File: src/pkg/serial_channel_one_params.svh
// offsets, field positions, reset values and timing counts of the second serial channel
`ifndef SERIAL_CHANNEL_ONE_PARAMS_SVH
`define SERIAL_CHANNEL_ONE_PARAMS_SVH
// register byte addresses
`define SC1_OFS_TX_CTRL  8'h00
`define SC1_OFS_RX_CTRL  8'h04
`define SC1_OFS_DATA     8'h08
`define SC1_OFS_STATUS   8'h0C
// reset values as read back, and masks of the bits that really exist
`define SC1_TX_CTRL_RST  8'h88
`define SC1_RX_CTRL_RST  8'h08
`define SC1_STATUS_RST   8'h00
`define SC1_TX_CTRL_IMPL 8'h77
`define SC1_RX_CTRL_IMPL 8'hF7
// control register fields, shared by both directions except REN, which only the receive side implements
`define SC1_B_MULTI      0
`define SC1_B_SYNC       1
`define SC1_B_ADDR       2
`define SC1_B_STB_MST    4
`define SC1_B_PEN        5
`define SC1_B_EVN        6
`define SC1_B_REN        7
// status register fields
`define SC1_B_FERR       0
`define SC1_B_OERR       1
`define SC1_B_PERR       2
`define SC1_B_MERR       3
`define SC1_B_RXIE       4
`define SC1_B_RXIRQ      5
`define SC1_B_TXIE       6
`define SC1_B_TXIRQ      7
// clock cycles per serial bit
`define SC1_BIT_CYCLES   16
// axi responses
`define SC1_RESP_OKAY    2'h0
`define SC1_RESP_SLVERR  2'h2
`endif

File: src/pkg/serial_channel_one_pkg.sv
// types of the serial channel design, used by serial_channel_one
package serial_channel_one_pkg;
  // position within one serial frame, used by both shifters
  typedef enum logic [2:0] {ph_idle, ph_start, ph_data, ph_mark, ph_parity, ph_stop} phase_t;
endpackage : serial_channel_one_pkg

File: src/verilog/pin_sync3.sv
// three-stage synchroniser with agreement filter for an asynchronous pin
module pin_sync3 #(
  parameter logic RESET_VAL = 1'b1
) (
  input  wire logic aclk,
  input  wire logic aresetn,
  input  wire logic pin,
  output logic      level
);
  logic s1_q;
  logic s2_q;
  logic s3_q;
  logic level_q;

  // the level only moves once the second and third stage agree
  always_ff @(posedge aclk)
  begin
    if (!aresetn)
    begin
      s1_q    <= RESET_VAL;
      s2_q    <= RESET_VAL;
      s3_q    <= RESET_VAL;
      level_q <= RESET_VAL;
    end
    else
    begin
      s1_q <= pin;
      s2_q <= s1_q;
      s3_q <= s2_q;
      if (s2_q == s3_q)
        level_q <= s3_q;
    end
  end

  assign level = level_q;
endmodule : pin_sync3

File: src/verilog/bit_timer.sv
// free running bit period counter, restartable at a half or full period
module bit_timer #(
  parameter int unsigned CYCLES = 16
) (
  input  wire logic aclk,
  input  wire logic aresetn,
  input  wire logic restart,
  input  wire logic half,
  output logic      tick
);
  localparam int unsigned W = $clog2(CYCLES + 1);
  logic [W-1:0] count_q;

  if (CYCLES < 2)
  begin : g_bad
    $error("bit_timer needs at least two cycles per period");
  end

  // reload on zero so a running frame sees evenly spaced ticks
  always_ff @(posedge aclk)
  begin
    if (!aresetn)
      count_q <= '0;
    else if (restart)
      count_q <= half ? W'(CYCLES / 2 - 1) : W'(CYCLES - 1);
    else if (count_q == '0)
      count_q <= W'(CYCLES - 1);
    else
      count_q <= count_q - 1'b1;
  end

  assign tick = (count_q == '0) && !restart;
endmodule : bit_timer

File: src/verilog/serial_channel_one.sv
// second serial channel: uart / synchronous shifters behind an axi4-lite register slave
`include "serial_channel_one_params.svh"
module serial_channel_one #(
  parameter int unsigned BIT_CYCLES = `SC1_BIT_CYCLES
) (
  input  wire logic        aclk,
  input  wire logic        aresetn,
  input  wire logic [7:0]  awaddr,
  input  wire logic        awvalid,
  output logic             awready,
  input  wire logic [31:0] wdata,
  input  wire logic [3:0]  wstrb,
  input  wire logic        wvalid,
  output logic             wready,
  output logic [1:0]       bresp,
  output logic             bvalid,
  input  wire logic        bready,
  input  wire logic [7:0]  araddr,
  input  wire logic        arvalid,
  output logic             arready,
  output logic [31:0]      rdata,
  output logic [1:0]       rresp,
  output logic             rvalid,
  input  wire logic        rready,
  input  wire logic        rxd,
  output logic             txd,
  input  wire logic        sclk_in,
  output logic             sclk_out,
  output logic             sclk_oe_n,
  output logic             rx_irq,
  output logic             tx_irq
);
  import serial_channel_one_pkg::*;

  if (BIT_CYCLES < 4)
  begin : g_bad
    $error("BIT_CYCLES must be at least 4");
  end

  logic       awready_q, wready_q, bvalid_q, arready_q, rvalid_q;
  logic [1:0] bresp_q, rresp_q;
  logic [31:0] rdata_q;
  logic [7:0] awaddr_q, wdata_q;
  logic       wstrb0_q, aw_held_q, w_held_q;
  logic [7:0] tx_ctrl_q, rx_ctrl_q, status_q, tx_hold_q, rx_hold_q;
  logic [7:0] tx_shift_q, rx_shift_q;
  logic [2:0] tx_cnt_q, rx_cnt_q;
  phase_t     tx_ph_q, rx_ph_q, tx_next, rx_next;
  logic       txd_q, tx_par_q, tx_full_q;
  logic       rx_mark_q, rx_pbit_q, rx_stop_q, rx_end_q, rx_unread_q;
  logic       sclk_q, sclk_oe_n_q, sclk_prev_q, rx_irq_q, tx_irq_q;
  logic       rxd_lvl, sclk_lvl, tx_tick, rx_tick, gen_tick;

  // field decode; bit 4 means stop length in uart and role in synchronous mode
  wire tx_multi  = tx_ctrl_q[`SC1_B_MULTI];
  wire tx_sync   = tx_ctrl_q[`SC1_B_SYNC];
  wire tx_stop1  = !tx_sync && tx_ctrl_q[`SC1_B_STB_MST];
  wire tx_master = tx_sync && tx_ctrl_q[`SC1_B_STB_MST];
  wire rx_multi  = rx_ctrl_q[`SC1_B_MULTI];
  wire rx_sync   = rx_ctrl_q[`SC1_B_SYNC];
  wire rx_master = rx_sync && rx_ctrl_q[`SC1_B_STB_MST];
  wire rx_en     = rx_ctrl_q[`SC1_B_REN];
  wire [7:0] tx_ctrl_view = tx_ctrl_q | ~`SC1_TX_CTRL_IMPL;
  wire [7:0] rx_ctrl_view = rx_ctrl_q | ~`SC1_RX_CTRL_IMPL;

  // frame sequence: start (uart), 8 data, address marker, parity, stop (uart)
  function automatic phase_t after_phase(input phase_t cur, input logic multi, input logic pen,
                                         input logic uart);
    phase_t n;
    n = ph_idle;
    case (cur)
      ph_start:  n = ph_data;
      ph_data:   n = multi ? ph_mark : pen ? ph_parity : uart ? ph_stop : ph_idle;
      ph_mark:   n = pen ? ph_parity : uart ? ph_stop : ph_idle;
      ph_parity: n = uart ? ph_stop : ph_idle;
      default:   n = ph_idle;
    endcase
    return n;
  endfunction : after_phase

  assign tx_next = after_phase(tx_ph_q, tx_multi, tx_ctrl_q[`SC1_B_PEN], !tx_sync);
  assign rx_next = after_phase(rx_ph_q, rx_multi, rx_ctrl_q[`SC1_B_PEN], !rx_sync);

  // pins from the far side pass the filtered synchroniser
  pin_sync3 #(.RESET_VAL(1'b1)) u_rxd_sync (
    .aclk    (aclk),
    .aresetn (aresetn),
    .pin     (rxd),
    .level   (rxd_lvl)
  );
  pin_sync3 #(.RESET_VAL(1'b0)) u_sclk_sync (
    .aclk    (aclk),
    .aresetn (aresetn),
    .pin     (sclk_in),
    .level   (sclk_lvl)
  );

  // bit timers: uart transmit, uart receive (mid-bit), synchronous clock halves
  bit_timer #(.CYCLES(BIT_CYCLES)) u_tx_timer (
    .aclk    (aclk),
    .aresetn (aresetn),
    .restart (tx_ph_q == ph_idle),
    .half    (1'b0),
    .tick    (tx_tick)
  );
  bit_timer #(.CYCLES(BIT_CYCLES)) u_rx_timer (
    .aclk    (aclk),
    .aresetn (aresetn),
    .restart (rx_ph_q == ph_idle),
    .half    (1'b1),
    .tick    (rx_tick)
  );
  wire sclk_run = (tx_master && tx_ph_q != ph_idle) || (rx_master && rx_en);
  bit_timer #(.CYCLES(BIT_CYCLES / 2)) u_sclk_timer (
    .aclk    (aclk),
    .aresetn (aresetn),
    .restart (!sclk_run),
    .half    (1'b0),
    .tick    (gen_tick)
  );

  // shift clock: master drives only while running and idles low and released; slave follows the filtered pin
  always_ff @(posedge aclk)
  begin
    if (!aresetn)
    begin
      sclk_q      <= 1'b0;
      sclk_oe_n_q <= 1'b1;
      sclk_prev_q <= 1'b0;
    end
    else
    begin
      sclk_q      <= sclk_run ? (sclk_q ^ gen_tick) : 1'b0;
      sclk_oe_n_q <= !sclk_run;
      sclk_prev_q <= sclk_lvl;
    end
  end
  wire gen_rise = sclk_run && gen_tick && !sclk_q;
  wire gen_fall = sclk_run && gen_tick && sclk_q;
  wire slv_rise = sclk_lvl && !sclk_prev_q;
  wire slv_fall = !sclk_lvl && sclk_prev_q;
  // data moves on the falling edge and is sampled on the rising edge
  wire tx_step  = tx_sync ? (tx_master ? gen_fall : slv_fall) : tx_tick;
  wire rx_step  = rx_sync ? (rx_master ? gen_rise : slv_rise) : rx_tick;

  // axi write channel: address and data taken in either order, response after both
  wire aw_take  = awvalid && awready_q;
  wire w_take   = wvalid && wready_q;
  wire wr_fire  = aw_held_q && w_held_q && !bvalid_q;
  wire aw_held_n = (aw_held_q || aw_take) && !wr_fire;
  wire w_held_n  = (w_held_q || w_take) && !wr_fire;
  wire bvalid_n  = wr_fire || (bvalid_q && !bready);
  wire wr_en    = wr_fire && wstrb0_q;
  wire wr_tx    = wr_en && awaddr_q == `SC1_OFS_TX_CTRL;
  wire wr_rx    = wr_en && awaddr_q == `SC1_OFS_RX_CTRL;
  wire wr_data  = wr_en && awaddr_q == `SC1_OFS_DATA;
  wire wr_stat  = wr_en && awaddr_q == `SC1_OFS_STATUS;
  wire wr_hit   = awaddr_q == `SC1_OFS_TX_CTRL || awaddr_q == `SC1_OFS_RX_CTRL ||
                  awaddr_q == `SC1_OFS_DATA || awaddr_q == `SC1_OFS_STATUS;
  always_ff @(posedge aclk)
  begin
    if (!aresetn)
    begin
      awready_q <= 1'b0;
      wready_q  <= 1'b0;
      aw_held_q <= 1'b0;
      w_held_q  <= 1'b0;
      bvalid_q  <= 1'b0;
      bresp_q   <= `SC1_RESP_OKAY;
      awaddr_q  <= 8'h00;
      wdata_q   <= 8'h00;
      wstrb0_q  <= 1'b0;
    end
    else
    begin
      aw_held_q <= aw_held_n;
      w_held_q  <= w_held_n;
      bvalid_q  <= bvalid_n;
      awready_q <= !aw_held_n && !bvalid_n;
      wready_q  <= !w_held_n && !bvalid_n;
      if (aw_take)
        awaddr_q <= awaddr;
      if (w_take)
      begin
        wdata_q  <= wdata[7:0];
        wstrb0_q <= wstrb[0];
      end
      if (wr_fire)
        bresp_q <= wr_hit ? `SC1_RESP_OKAY : `SC1_RESP_SLVERR;
    end
  end

  // axi read channel: data answered the cycle after the address is taken
  wire ar_take  = arvalid && arready_q;
  wire rvalid_n = ar_take || (rvalid_q && !rready);
  wire rd_data  = ar_take && araddr == `SC1_OFS_DATA;
  always_ff @(posedge aclk)
  begin
    if (!aresetn)
    begin
      arready_q <= 1'b0;
      rvalid_q  <= 1'b0;
      rdata_q   <= 32'h0000_0000;
      rresp_q   <= `SC1_RESP_OKAY;
    end
    else
    begin
      arready_q <= !rvalid_n;
      rvalid_q  <= rvalid_n;
      if (ar_take)
      begin
        rresp_q <= `SC1_RESP_OKAY;
        case (araddr)
          `SC1_OFS_TX_CTRL: rdata_q <= {24'h000000, tx_ctrl_view};
          `SC1_OFS_RX_CTRL: rdata_q <= {24'h000000, rx_ctrl_view};
          `SC1_OFS_DATA:    rdata_q <= {24'h000000, rx_hold_q};
          `SC1_OFS_STATUS:  rdata_q <= {24'h000000, status_q};
          default:
          begin
            rdata_q <= 32'h0000_0000;
            rresp_q <= `SC1_RESP_SLVERR;
          end
        endcase
      end
    end
  end

  // control registers; aresetn loads the reset values masked to the implemented bits
  always_ff @(posedge aclk)
  begin
    if (!aresetn)
    begin
      tx_ctrl_q <= `SC1_TX_CTRL_RST & `SC1_TX_CTRL_IMPL;
      rx_ctrl_q <= `SC1_RX_CTRL_RST & `SC1_RX_CTRL_IMPL;
    end
    else
    begin
      // changes mid-frame take effect at once, so software must wait for idle
      if (wr_tx)
        tx_ctrl_q <= wdata_q & `SC1_TX_CTRL_IMPL;
      if (wr_rx)
        rx_ctrl_q <= wdata_q & `SC1_RX_CTRL_IMPL;
    end
  end

  // transmit holding register; a write while full overwrites the waiting byte
  wire tx_load = (tx_ph_q == ph_idle) && tx_full_q;
  always_ff @(posedge aclk)
  begin
    if (!aresetn)
    begin
      tx_hold_q <= 8'h00;
      tx_full_q <= 1'b0;
    end
    else
    begin
      if (wr_data)
        tx_hold_q <= wdata_q;
      tx_full_q <= wr_data || (tx_full_q && !tx_load);
    end
  end

  // transmit shifter
  always_ff @(posedge aclk)
  begin
    if (!aresetn)
    begin
      tx_ph_q    <= ph_idle;
      tx_shift_q <= 8'h00;
      tx_cnt_q   <= 3'd0;
      txd_q      <= 1'b1;
      tx_par_q   <= 1'b0;
    end
    else if (tx_ph_q == ph_idle)
    begin
      if (tx_full_q)
      begin
        tx_shift_q <= tx_hold_q;
        tx_par_q   <= ^tx_hold_q ^ !tx_ctrl_q[`SC1_B_EVN];
        tx_cnt_q   <= 3'd0;
        tx_ph_q    <= tx_sync ? ph_data : ph_start;
        txd_q      <= tx_sync ? tx_hold_q[0] : 1'b0;
      end
    end
    else if (tx_step)
    begin
      if (tx_ph_q == ph_data && tx_cnt_q != 3'd7)
      begin
        tx_cnt_q   <= tx_cnt_q + 3'd1;
        tx_shift_q <= {1'b0, tx_shift_q[7:1]};
        txd_q      <= tx_shift_q[1];
      end
      else if (tx_ph_q == ph_stop && tx_cnt_q == 3'd0 && !tx_stop1)
        tx_cnt_q <= 3'd1;
      else
      begin
        tx_ph_q  <= tx_next;
        tx_cnt_q <= 3'd0;
        case (tx_next)
          ph_data:   txd_q <= tx_shift_q[0];
          ph_mark:   txd_q <= tx_ctrl_q[`SC1_B_ADDR];
          ph_parity: txd_q <= tx_par_q;
          default:   txd_q <= 1'b1;
        endcase
      end
    end
  end

  // receive shifter; dropping the enable abandons the frame in progress
  wire rx_last = rx_step && rx_ph_q != ph_idle && rx_ph_q != ph_start && rx_next == ph_idle &&
                 (rx_ph_q != ph_data || rx_cnt_q == 3'd7);
  always_ff @(posedge aclk)
  begin
    if (!aresetn)
    begin
      rx_ph_q    <= ph_idle;
      rx_shift_q <= 8'h00;
      rx_cnt_q   <= 3'd0;
      rx_mark_q  <= 1'b0;
      rx_pbit_q  <= 1'b0;
      rx_stop_q  <= 1'b1;
      rx_end_q   <= 1'b0;
    end
    else
    begin
      rx_end_q <= rx_en && rx_last;
      if (!rx_en)
        rx_ph_q <= ph_idle;
      else if (rx_ph_q == ph_idle)
      begin
        rx_cnt_q  <= 3'd0;
        rx_mark_q <= 1'b0;
        rx_stop_q <= 1'b1;
        if (rx_sync)
          rx_ph_q <= ph_data;
        else if (!rxd_lvl)
          rx_ph_q <= ph_start;
      end
      else if (rx_step)
      begin
        case (rx_ph_q)
          ph_start:  rx_ph_q <= rxd_lvl ? ph_idle : ph_data;          // glitch is no start
          ph_data:
          begin
            rx_shift_q <= {rxd_lvl, rx_shift_q[7:1]};
            rx_cnt_q   <= rx_cnt_q + 3'd1;
            if (rx_cnt_q == 3'd7)
              rx_ph_q <= rx_next;
          end
          ph_mark:
          begin
            rx_mark_q <= rxd_lvl;
            rx_ph_q   <= rx_next;
          end
          ph_parity:
          begin
            rx_pbit_q <= rxd_lvl;
            rx_ph_q   <= rx_next;
          end
          default:
          begin
            rx_stop_q <= rxd_lvl;
            rx_ph_q   <= ph_idle;
          end
        endcase
      end
    end
  end

  // end of reception: filter, then load the one holding register and the flags
  wire rx_addr_wait = rx_multi && rx_ctrl_q[`SC1_B_ADDR];
  wire rx_ignore = rx_addr_wait && !rx_mark_q;
  wire rx_accept = rx_end_q && !rx_ignore;
  wire rx_perr   = rx_ctrl_q[`SC1_B_PEN] &&
                   (rx_pbit_q != (^rx_shift_q ^ !rx_ctrl_q[`SC1_B_EVN]));
  wire rx_merr   = rx_multi && !rx_ctrl_q[`SC1_B_ADDR] && rx_mark_q;
  always_ff @(posedge aclk)
  begin
    if (!aresetn)
    begin
      rx_hold_q   <= 8'h00;
      rx_unread_q <= 1'b0;
    end
    else
    begin
      if (rx_accept)
        rx_hold_q <= rx_shift_q;
      rx_unread_q <= rx_accept || (rx_unread_q && !rd_data);
    end
  end

  // status: software writes, hardware sets; a set in the same cycle wins
  wire [7:0] stat_set = {tx_load, 1'b0, rx_accept, 1'b0,
                         rx_accept && rx_merr, rx_accept && rx_perr,
                         rx_accept && rx_unread_q,
                         rx_accept && !rx_stop_q};
  always_ff @(posedge aclk)
  begin
    if (!aresetn)
      status_q <= `SC1_STATUS_RST;
    else
      status_q <= (wr_stat ? wdata_q : status_q) | stat_set;
  end

  // request lines toward the interrupt controller
  always_ff @(posedge aclk)
  begin
    if (!aresetn)
    begin
      rx_irq_q <= 1'b0;
      tx_irq_q <= 1'b0;
    end
    else
    begin
      rx_irq_q <= status_q[`SC1_B_RXIRQ] && status_q[`SC1_B_RXIE];
      tx_irq_q <= status_q[`SC1_B_TXIRQ] && status_q[`SC1_B_TXIE];
    end
  end

  assign awready = awready_q;
  assign wready  = wready_q;
  assign bvalid  = bvalid_q;
  assign bresp   = bresp_q;
  assign arready = arready_q;
  assign rvalid  = rvalid_q;
  assign rdata   = rdata_q;
  assign rresp   = rresp_q;
  assign txd     = txd_q;
  assign sclk_out  = sclk_q;
  assign sclk_oe_n = sclk_oe_n_q;
  assign rx_irq  = rx_irq_q;
  assign tx_irq  = tx_irq_q;
endmodule : serial_channel_one

File: config.mk
export PLATFORM = sky130hd
export DESIGN_NAME = serial_channel_one
export DESIGN_NICKNAME = d
export VERILOG_FILES = /design/src/pkg/serial_channel_one_pkg.sv /design/src/verilog/pin_sync3.sv /design/src/verilog/bit_timer.sv /design/src/verilog/serial_channel_one.sv
export VERILOG_INCLUDE_DIRS = /design/src /design/src/pkg
export SDC_FILE = /design/constraint.sdc
export NUM_CORES = 1
export LEC_CHECK = 0
export BUFFER_PORTS_ARGS = -buffer_cell sky130_fd_sc_hd__buf_2
export CAP_MARGIN = 20
export CORE_MARGIN = 4
export CORE_UTILIZATION = 50
export DETAILED_ROUTE_END_ITERATION = 10
export GPL_TIMING_DRIVEN = 0
export PLACE_DENSITY = 0.85
export REMOVE_ABC_BUFFERS = 1
export SETUP_SLACK_MARGIN = 0.15
export SYNTH_ARGS = -nofsm -noshare
export SYNTH_HDL_FRONTEND = slang
export SYNTH_HIERARCHICAL = 1
export SYNTH_SLANG_ARGS = --single-unit
File: constraint.sdc
create_clock -name aclk -period 2.72 [get_ports aclk]
set_input_delay 0.68 -clock aclk [delete_from_list [all_inputs] [get_ports aclk]]
set_output_delay 0.68 -clock aclk [all_outputs]
set_load 0.01 [all_outputs]
# After elaboration in Yosys (flattened, before gate mapping)
# Index checks and enable logic that the tools add are counted.
dict set report classes {
  addsub 5
  eq_ne 32
  muxes 60
  bitwise_logic 7
  reduce_logical 126
}
# cell n
set ops {}
lappend ops {{$mux W3} 26}
lappend ops {{$logic_and A1 B1 Y1} 53}
lappend ops {{$mux W8} 5}
lappend ops {{$eq A8 B4 Y1 const B} 4}
lappend ops {{$pmux W8 S4} 1}
lappend ops {{$logic_not A1 Y1} 24}
lappend ops {{$pmux W3 S4} 2}
lappend ops {{$eq A3 B2 Y1 const B} 6}
lappend ops {{$reduce_and A3 Y1} 6}
lappend ops {{$mux W1} 17}
lappend ops {{$eq A8 B3 Y1 const B} 2}
lappend ops {{$logic_not A8 Y1} 2}
lappend ops {{$reduce_xor A8 Y1} 2}
lappend ops {{$eq A3 B3 Y1 const B} 5}
lappend ops {{$logic_not A3 Y1} 4}
lappend ops {{$mux W4} 3}
lappend ops {{$reduce_and A4 Y1} 3}
lappend ops {{$logic_or A1 B1 Y1} 11}
lappend ops {{$logic_not A5 Y1} 2}
lappend ops {{$reduce_bool A2 Y1} 5}
lappend ops {{$sub A5 B1 Y5 const B} 2}
lappend ops {{$ne A3 B2 Y1 const B} 3}
lappend ops {{$pmux W3 S3} 1}
lappend ops {{$reduce_or A3 Y1} 3}
lappend ops {{19 further kinds} 38}
dict set report word_totals {
  regBits 160
  input_bits 61
  out_inout_bits 46
  word_cells 282
}

# Depth between registers and ports, before layout
dict set report depth {
  word_depth 13
  mapped_depth 11
  ltp_nobuf 9
}

# Hierarchy
# The synthesis kept the hierarchy.
# mod n_inst cells_each area_per_inst_um2 seq_area_each_um2
set modules_own_cells {}
lappend modules_own_cells {serial_channel_one 1 581 5220.0 2242.2}
lappend modules_own_cells {{bit_timer at u_rx_timer ...} 2 25 250.2 100.1}
lappend modules_own_cells {{bit_timer at u_sclk_timer} 1 18 182.7 80.1}
lappend modules_own_cells {{pin_sync3 at u_sclk_sync} 1 10 116.4 80.1}
lappend modules_own_cells {{pin_sync3 at u_rxd_sync} 1 10 112.6 80.1}

# Least setup slack after synthesis
# OpenSTA, ideal clock, no wires.
dict set report synth_timing {
  kind {register -> register}
  startpoint {reg rx_ctrl_q[1]}
  endpoint {reg rx_ph_q[1]}
  setup_time_ps 70
  arrival_ps 2531
  t_required_ps 2650
  path_slack_ps 119
  path_stages_with_launch 9
  path_buffers 1
  synth_period_minus_slack_ps 2601
  path_cell_list {dfxtp_1 > clkbuf_1 > a31oi_1 > nor4b_1 > nand4b_1 > o311ai_2 > o211ai_1 > or3_1 > a21oi_1}
}
dict set report synth_via {
  elab_chain_len 10
  word_cells_on_any_way 13
  classes_between {eq/ne (1); mux (4); reduce/logical (8)}
}
# item line
set synth_lines {}
lappend synth_lines {{start: declaration} serial_channel_one.sv:45} ;# logic [7:0] tx_ctrl_q, rx_ctrl_q, status_q, tx_hold_q, rx_hold_q;
lappend synth_lines {{start signal: assignment} serial_channel_one.sv:234} ;# rx_ctrl_q <= `SC1_RX_CTRL_RST & `SC1_RX_CTRL_IMPL;
lappend synth_lines {{start signal: assignment} serial_channel_one.sv:242} ;# rx_ctrl_q <= wdata_q & `SC1_RX_CTRL_IMPL;
lappend synth_lines {{$logic_and A1 B1 Y1} serial_channel_one.sv:61} ;# wire rx_master = rx_sync && rx_ctrl_q[`SC1_B_STB_MST];
lappend synth_lines {{$logic_and A1 B1 Y1} serial_channel_one.sv:113} ;# wire sclk_run = (tx_master && tx_ph_q != ph_idle) || (rx_master && rx_en);
lappend synth_lines {{$logic_or A1 B1 Y1} serial_channel_one.sv:113}
lappend synth_lines {{$logic_and A1 B1 Y1} bit_timer.sv:32} ;# assign tick = (count_q == '0) && !restart;
lappend synth_lines {{via gen_tick} serial_channel_one.sv:52} ;# logic rxd_lvl, sclk_lvl, tx_tick, rx_tick, gen_tick;
lappend synth_lines {{$logic_and A1 B1 Y1 (2 in a row)} serial_channel_one.sv:138} ;# wire gen_rise = sclk_run && gen_tick && !sclk_q;
lappend synth_lines {{$mux W1 (2 in a row)} serial_channel_one.sv:144} ;# wire rx_step = rx_sync ? (rx_master ? gen_rise : slv_rise) : rx_tick;
lappend synth_lines {{$reduce_bool A2 Y1 (no source line)} n/a}
lappend synth_lines {{$reduce_and A3 Y1 (no source line)} n/a}
lappend synth_lines {{end signal: assignment} serial_channel_one.sv:316} ;# rx_ph_q <= ph_idle;
lappend synth_lines {{end signal: assignment} serial_channel_one.sv:328} ;# rx_ph_q <= ph_idle;
lappend synth_lines {{end signal: assignment} serial_channel_one.sv:335} ;# rx_ph_q <= ph_data;
lappend synth_lines {{end: declaration} serial_channel_one.sv:48} ;# phase_t tx_ph_q, rx_ph_q, tx_next, rx_next;
# The timed path passes the listed nets, and every way through them passes these cells.
# A chain may end at the register's enable or synchronous reset.

# Final worst setup path
dict set report layout_timing {
  startpoint {reg tx_ctrl_q[1]}
  endpoint {reg rx_ph_q[1]}
}
dict set report layout_via {
  elab_chain_len 10
}
# item line
set layout_lines {}
lappend layout_lines {{start: declaration} serial_channel_one.sv:45}
lappend layout_lines {{start signal: assignment} serial_channel_one.sv:233} ;# tx_ctrl_q <= `SC1_TX_CTRL_RST & `SC1_TX_CTRL_IMPL;
lappend layout_lines {{start signal: assignment} serial_channel_one.sv:240} ;# tx_ctrl_q <= wdata_q & `SC1_TX_CTRL_IMPL;
lappend layout_lines {{$logic_and A1 B1 Y1} serial_channel_one.sv:58} ;# wire tx_master = tx_sync && tx_ctrl_q[`SC1_B_STB_MST];
lappend layout_lines {{$logic_and A1 B1 Y1} serial_channel_one.sv:113}
lappend layout_lines {{$logic_or A1 B1 Y1} serial_channel_one.sv:113}
lappend layout_lines {{$logic_and A1 B1 Y1} bit_timer.sv:32}
lappend layout_lines {{via gen_tick} serial_channel_one.sv:52}
lappend layout_lines {{$logic_and A1 B1 Y1 (2 in a row)} serial_channel_one.sv:138}
lappend layout_lines {{$mux W1 (2 in a row)} serial_channel_one.sv:144}
lappend layout_lines {{$reduce_bool A2 Y1 (no source line)} n/a}
lappend layout_lines {{$reduce_and A3 Y1 (no source line)} n/a}
# The timed path passes the listed nets, and every way through them passes these cells.

==> results.yml <==
grt:
  grt_max_degree: 63
  grt_pass1_wl_mm: 22.2
  grt_usage_pct: 19.1
  antenna_found_initial: 0
  grt_pass1_vias: 4703
  gr-total-overflow: 0
synth:
  yosysUniqueCellTypes: 69
  ys_warn_count: 6
  syn_area_um2: 6130
  syn_area_per_cell_um2: 9.17
  synthTopCellsByArea: "dfxtp_1 (44%), mux2i_1 (8.2%), a21oi_1 (5.0%)"
  synth_largest_area_cell: "dfxtp_1"
  synth-seq-cells: 134
  yosysTopAreaCellShare_pct: 43.7
  postSynth.asyncResetShare_pct: 0
  synth_seq_area_share_pct: 43.7
  synth_cells: 669
  synth_edf_count: 0
  ys.flop_type: "dfxtp_1"
clock_network:
  cts_made_buffers: 17
  clk_path_buf_depth: 2
  cts_tree: "done"
  holdBufCountCts: 0
  clock_sinks: 134
  clkLatencyLatePin_ps: 430
  root_buffer: "clkbuf_16"
  clkTransAtPathRegs_ps: 60
  htree_levels: 4
floorplan:
  fp.dieW_um: 119
  ioPinCount: 107
  die_h_um: 119
  die_area_um2: 14100
  rows: 40
  core-area_um2: 12000
  start_util_pct: 51.1
sta:
  finalSetupViolCount: 0
  whs_ps: 405
  min_period_ps: 2490
  tightest_slew_ps: 872
  skew_ps: 7.87
  rsz0062_at_grt: "true"
  max_slew_margin_pct: 41.8
  hold_viol: 0
  maxSlewViolCount: 0
  period_share_pct: 91.7
  fmax_ghz: 0.401
  tns_ps: 0
worst_setup_path:
  regToRegStartpoint: "tx_ctrl_q[1]"
  reg2regPathDepth: 10
  critical_path_peak_fanout: 12
  r2r_slack_ps: 230
  end_kind: "flip-flop"
  start_kind: "flip-flop"
  timing.rr.end: "rx_ph_q[1]"
  critPathKind: "reg2reg"
  arrival_ps: 2850
  required_ps: 3070
place:
  dpl.hpwl_mm: 8.84
  gp_congestion: 0.799
  port_buffers: 53
routing:
  wl_per_cell_um: 15.3
  vias_per_cell: 5.57
  num_vias: 4892
  drc_errors: 0
  ant_nets: 0
  postRouteWirelength_mm: 13.4
  dr.first_iter.drc_count: 273
  first_pass_iters: 8
power:
  p_leak_nw: 2.97
  vdd_drop_max_mv: 0.522
  power.density_nw_per_um2: 651
hold_path:
  worstHoldStart: "u_rxd_sync/s1_q"
  hold_path_end: "u_rxd_sync/s2_q"
  worstHoldPathCells: 1
  hold_class: "reg2reg"
cells_and_area:
  mostFrequentLayoutCell: "dfxtp_1"
  fin_nets: 790
  most-common-layout-cells: "dfxtp_1 (127), nand2_1 (81), nor2_1 (65), a21oi_1 (60), buf_2 (53)"
  fin_util_pct: 59.7
  num_antenna_cells: 0
  fill_cells: 976
  drive_gt1_share_pct: 18.3
  multi_input_area_um2: 3230
  syn2layout_area_growth_pct: 17.0
  ff_latch_area_um2: 2690
outcome:
  outcome: "finished clean"
flow_run:
  maxCapViolations: 0
[cells by family after synthesis]
logic type | synth area share (%)
AO/OA/AOI/OAI | 14.3
AND/OR/NAND/NOR | 19.1
buffers and inverters | 6.75
multiplexers | 10.4
adder cells (fa/ha/maj) | 2.04
flip-flops | 43.7
XOR/XNOR | 3.57
other | 0.122
[area by class of cell]
class / instances / area share (%)
Multi-Input combinational cell: 486 / 45.0
Tap cell: 147 / 2.56
Inverter: 19 / 1.03
Clock buffer: 18 / 6.12
Sequential cell: 134 / 37.6
Clock inverter: 13 / 2.70
Timing Repair Buffer: 61 / 5.04
[sequential cells by signal, summed over array words and instances, names as in the netlist, 3 cells and up]
signal                cells
rx_shift_q                8
tx_ctrl_q                 6
rx_hold_q                 8
u_sclk_timer/count_q      4
u_rx_timer/count_q        5
u_tx_timer/count_q        5
rx_ctrl_q                 7
awaddr_q                  8
tx_hold_q                 8
rx_ph_q                   3
wdata_q                   8
rx_cnt_q                  3
tx_shift_q                8
rdata                     8
tx_cnt_q                  3
tx_ph_q                   3
status_q                  8
[synth_stat cells (4+ instances only)]
cell type and number:
dfxtp_1 134, nand2_1 81, nor2_1 65, a21oi_1 61, mux2i_1 50, buf_4 28
clkbuf_1 19, xnor2_1 19, inv_1 18, o21ai_0 11, a211oi_1 10, ha_1 10
nand2b_1 10, nor3_1 9, nand3_1 8, a21boi_1 7, and2_1 7, and3_1 7
nor2b_1 7, nor4_1 7, a32o_1 6, buf_2 6, mux4_2 6, xor2_1 6
nand3b_1 4, o211ai_1 4, o21ai_1 4
[per-layer routing]
| layer | wire (µm) | part of all wire [%] | vias up | GRT usage [%] |
|---|---|---|---|---|
| li1 | - | - | 2381 | - |
| met1 | 5840 | 43 | 2309 | 24.2 |
| met2 | 6410 | 48 | 168 | 31.0 |
| met3 | 939 | 7.0 | 34 | 5.65 |
| met4 | 256 | 1.9 | 0 | 7.02 |
| met5 | 0 | 0 | - | 0 |
[worst max-delay path, stage by stage, from the launching register on]
cell and delay [ps]:
dfxtp_4 420, and2_1 200, nor2b_4 190, a31oi_4 70, nor4b_4 270, nand4b_1 130
buf_4 170, o311ai_4 280, o211ai_1 170, or3_1 380, a21oi_1 140
[timing repair]
item | 4_1_cts | 5_1_grt
pin swaps | 5 | 3
gates resized for setup | 16 | 9
setup endpoints to repair | 31 | 37
buffers inserted | 5 | 1
[through the flow]
| step | power (mW) | std cells | setup slack, ps | instance area, µm² |
|---|---|---|---|---|
| after floorplan | 2.17 | 639 | -187 | 5890 |
| after global placement | 2.24 | 839 | -2350 | 6340 |
| after detailed placement | 2.25 | 841 | -556 | 6380 |
| after CTS | 4.69 | 877 | 154 | 7120 |
| after global routing | 4.80 | 878 | 90.5 | 7170 |
| final | 4.67 | 878 | 226 | 7170 |
[report_power, final]
part / internal [mW] / leakage, nW / switching [mW]
Clock: 1.57 / 0.308 / 0.894
Combinational: 0.0690 / 1.57 / 0.115
Sequential: 2.00 / 1.09 / 0.0317
[how the worst max path moves through the flow]
stage                            start            end  slack (ps)  cells after the start
after floorplan                aresetn       rdata[0]        -190                      3
after global placement         aresetn       rdata[2]       -2350                      4
after detailed placement  tx_ctrl_q[1]  rx_shift_q[2]        -560                      9
after CTS                   tx_ph_q[1]    rx_cnt_q[2]         150                     10
after global routing      tx_ctrl_q[1]     rx_ph_q[1]          90                     10
final                     tx_ctrl_q[1]     rx_ph_q[1]         230                     10
Power figures use the tool's default switching activity.
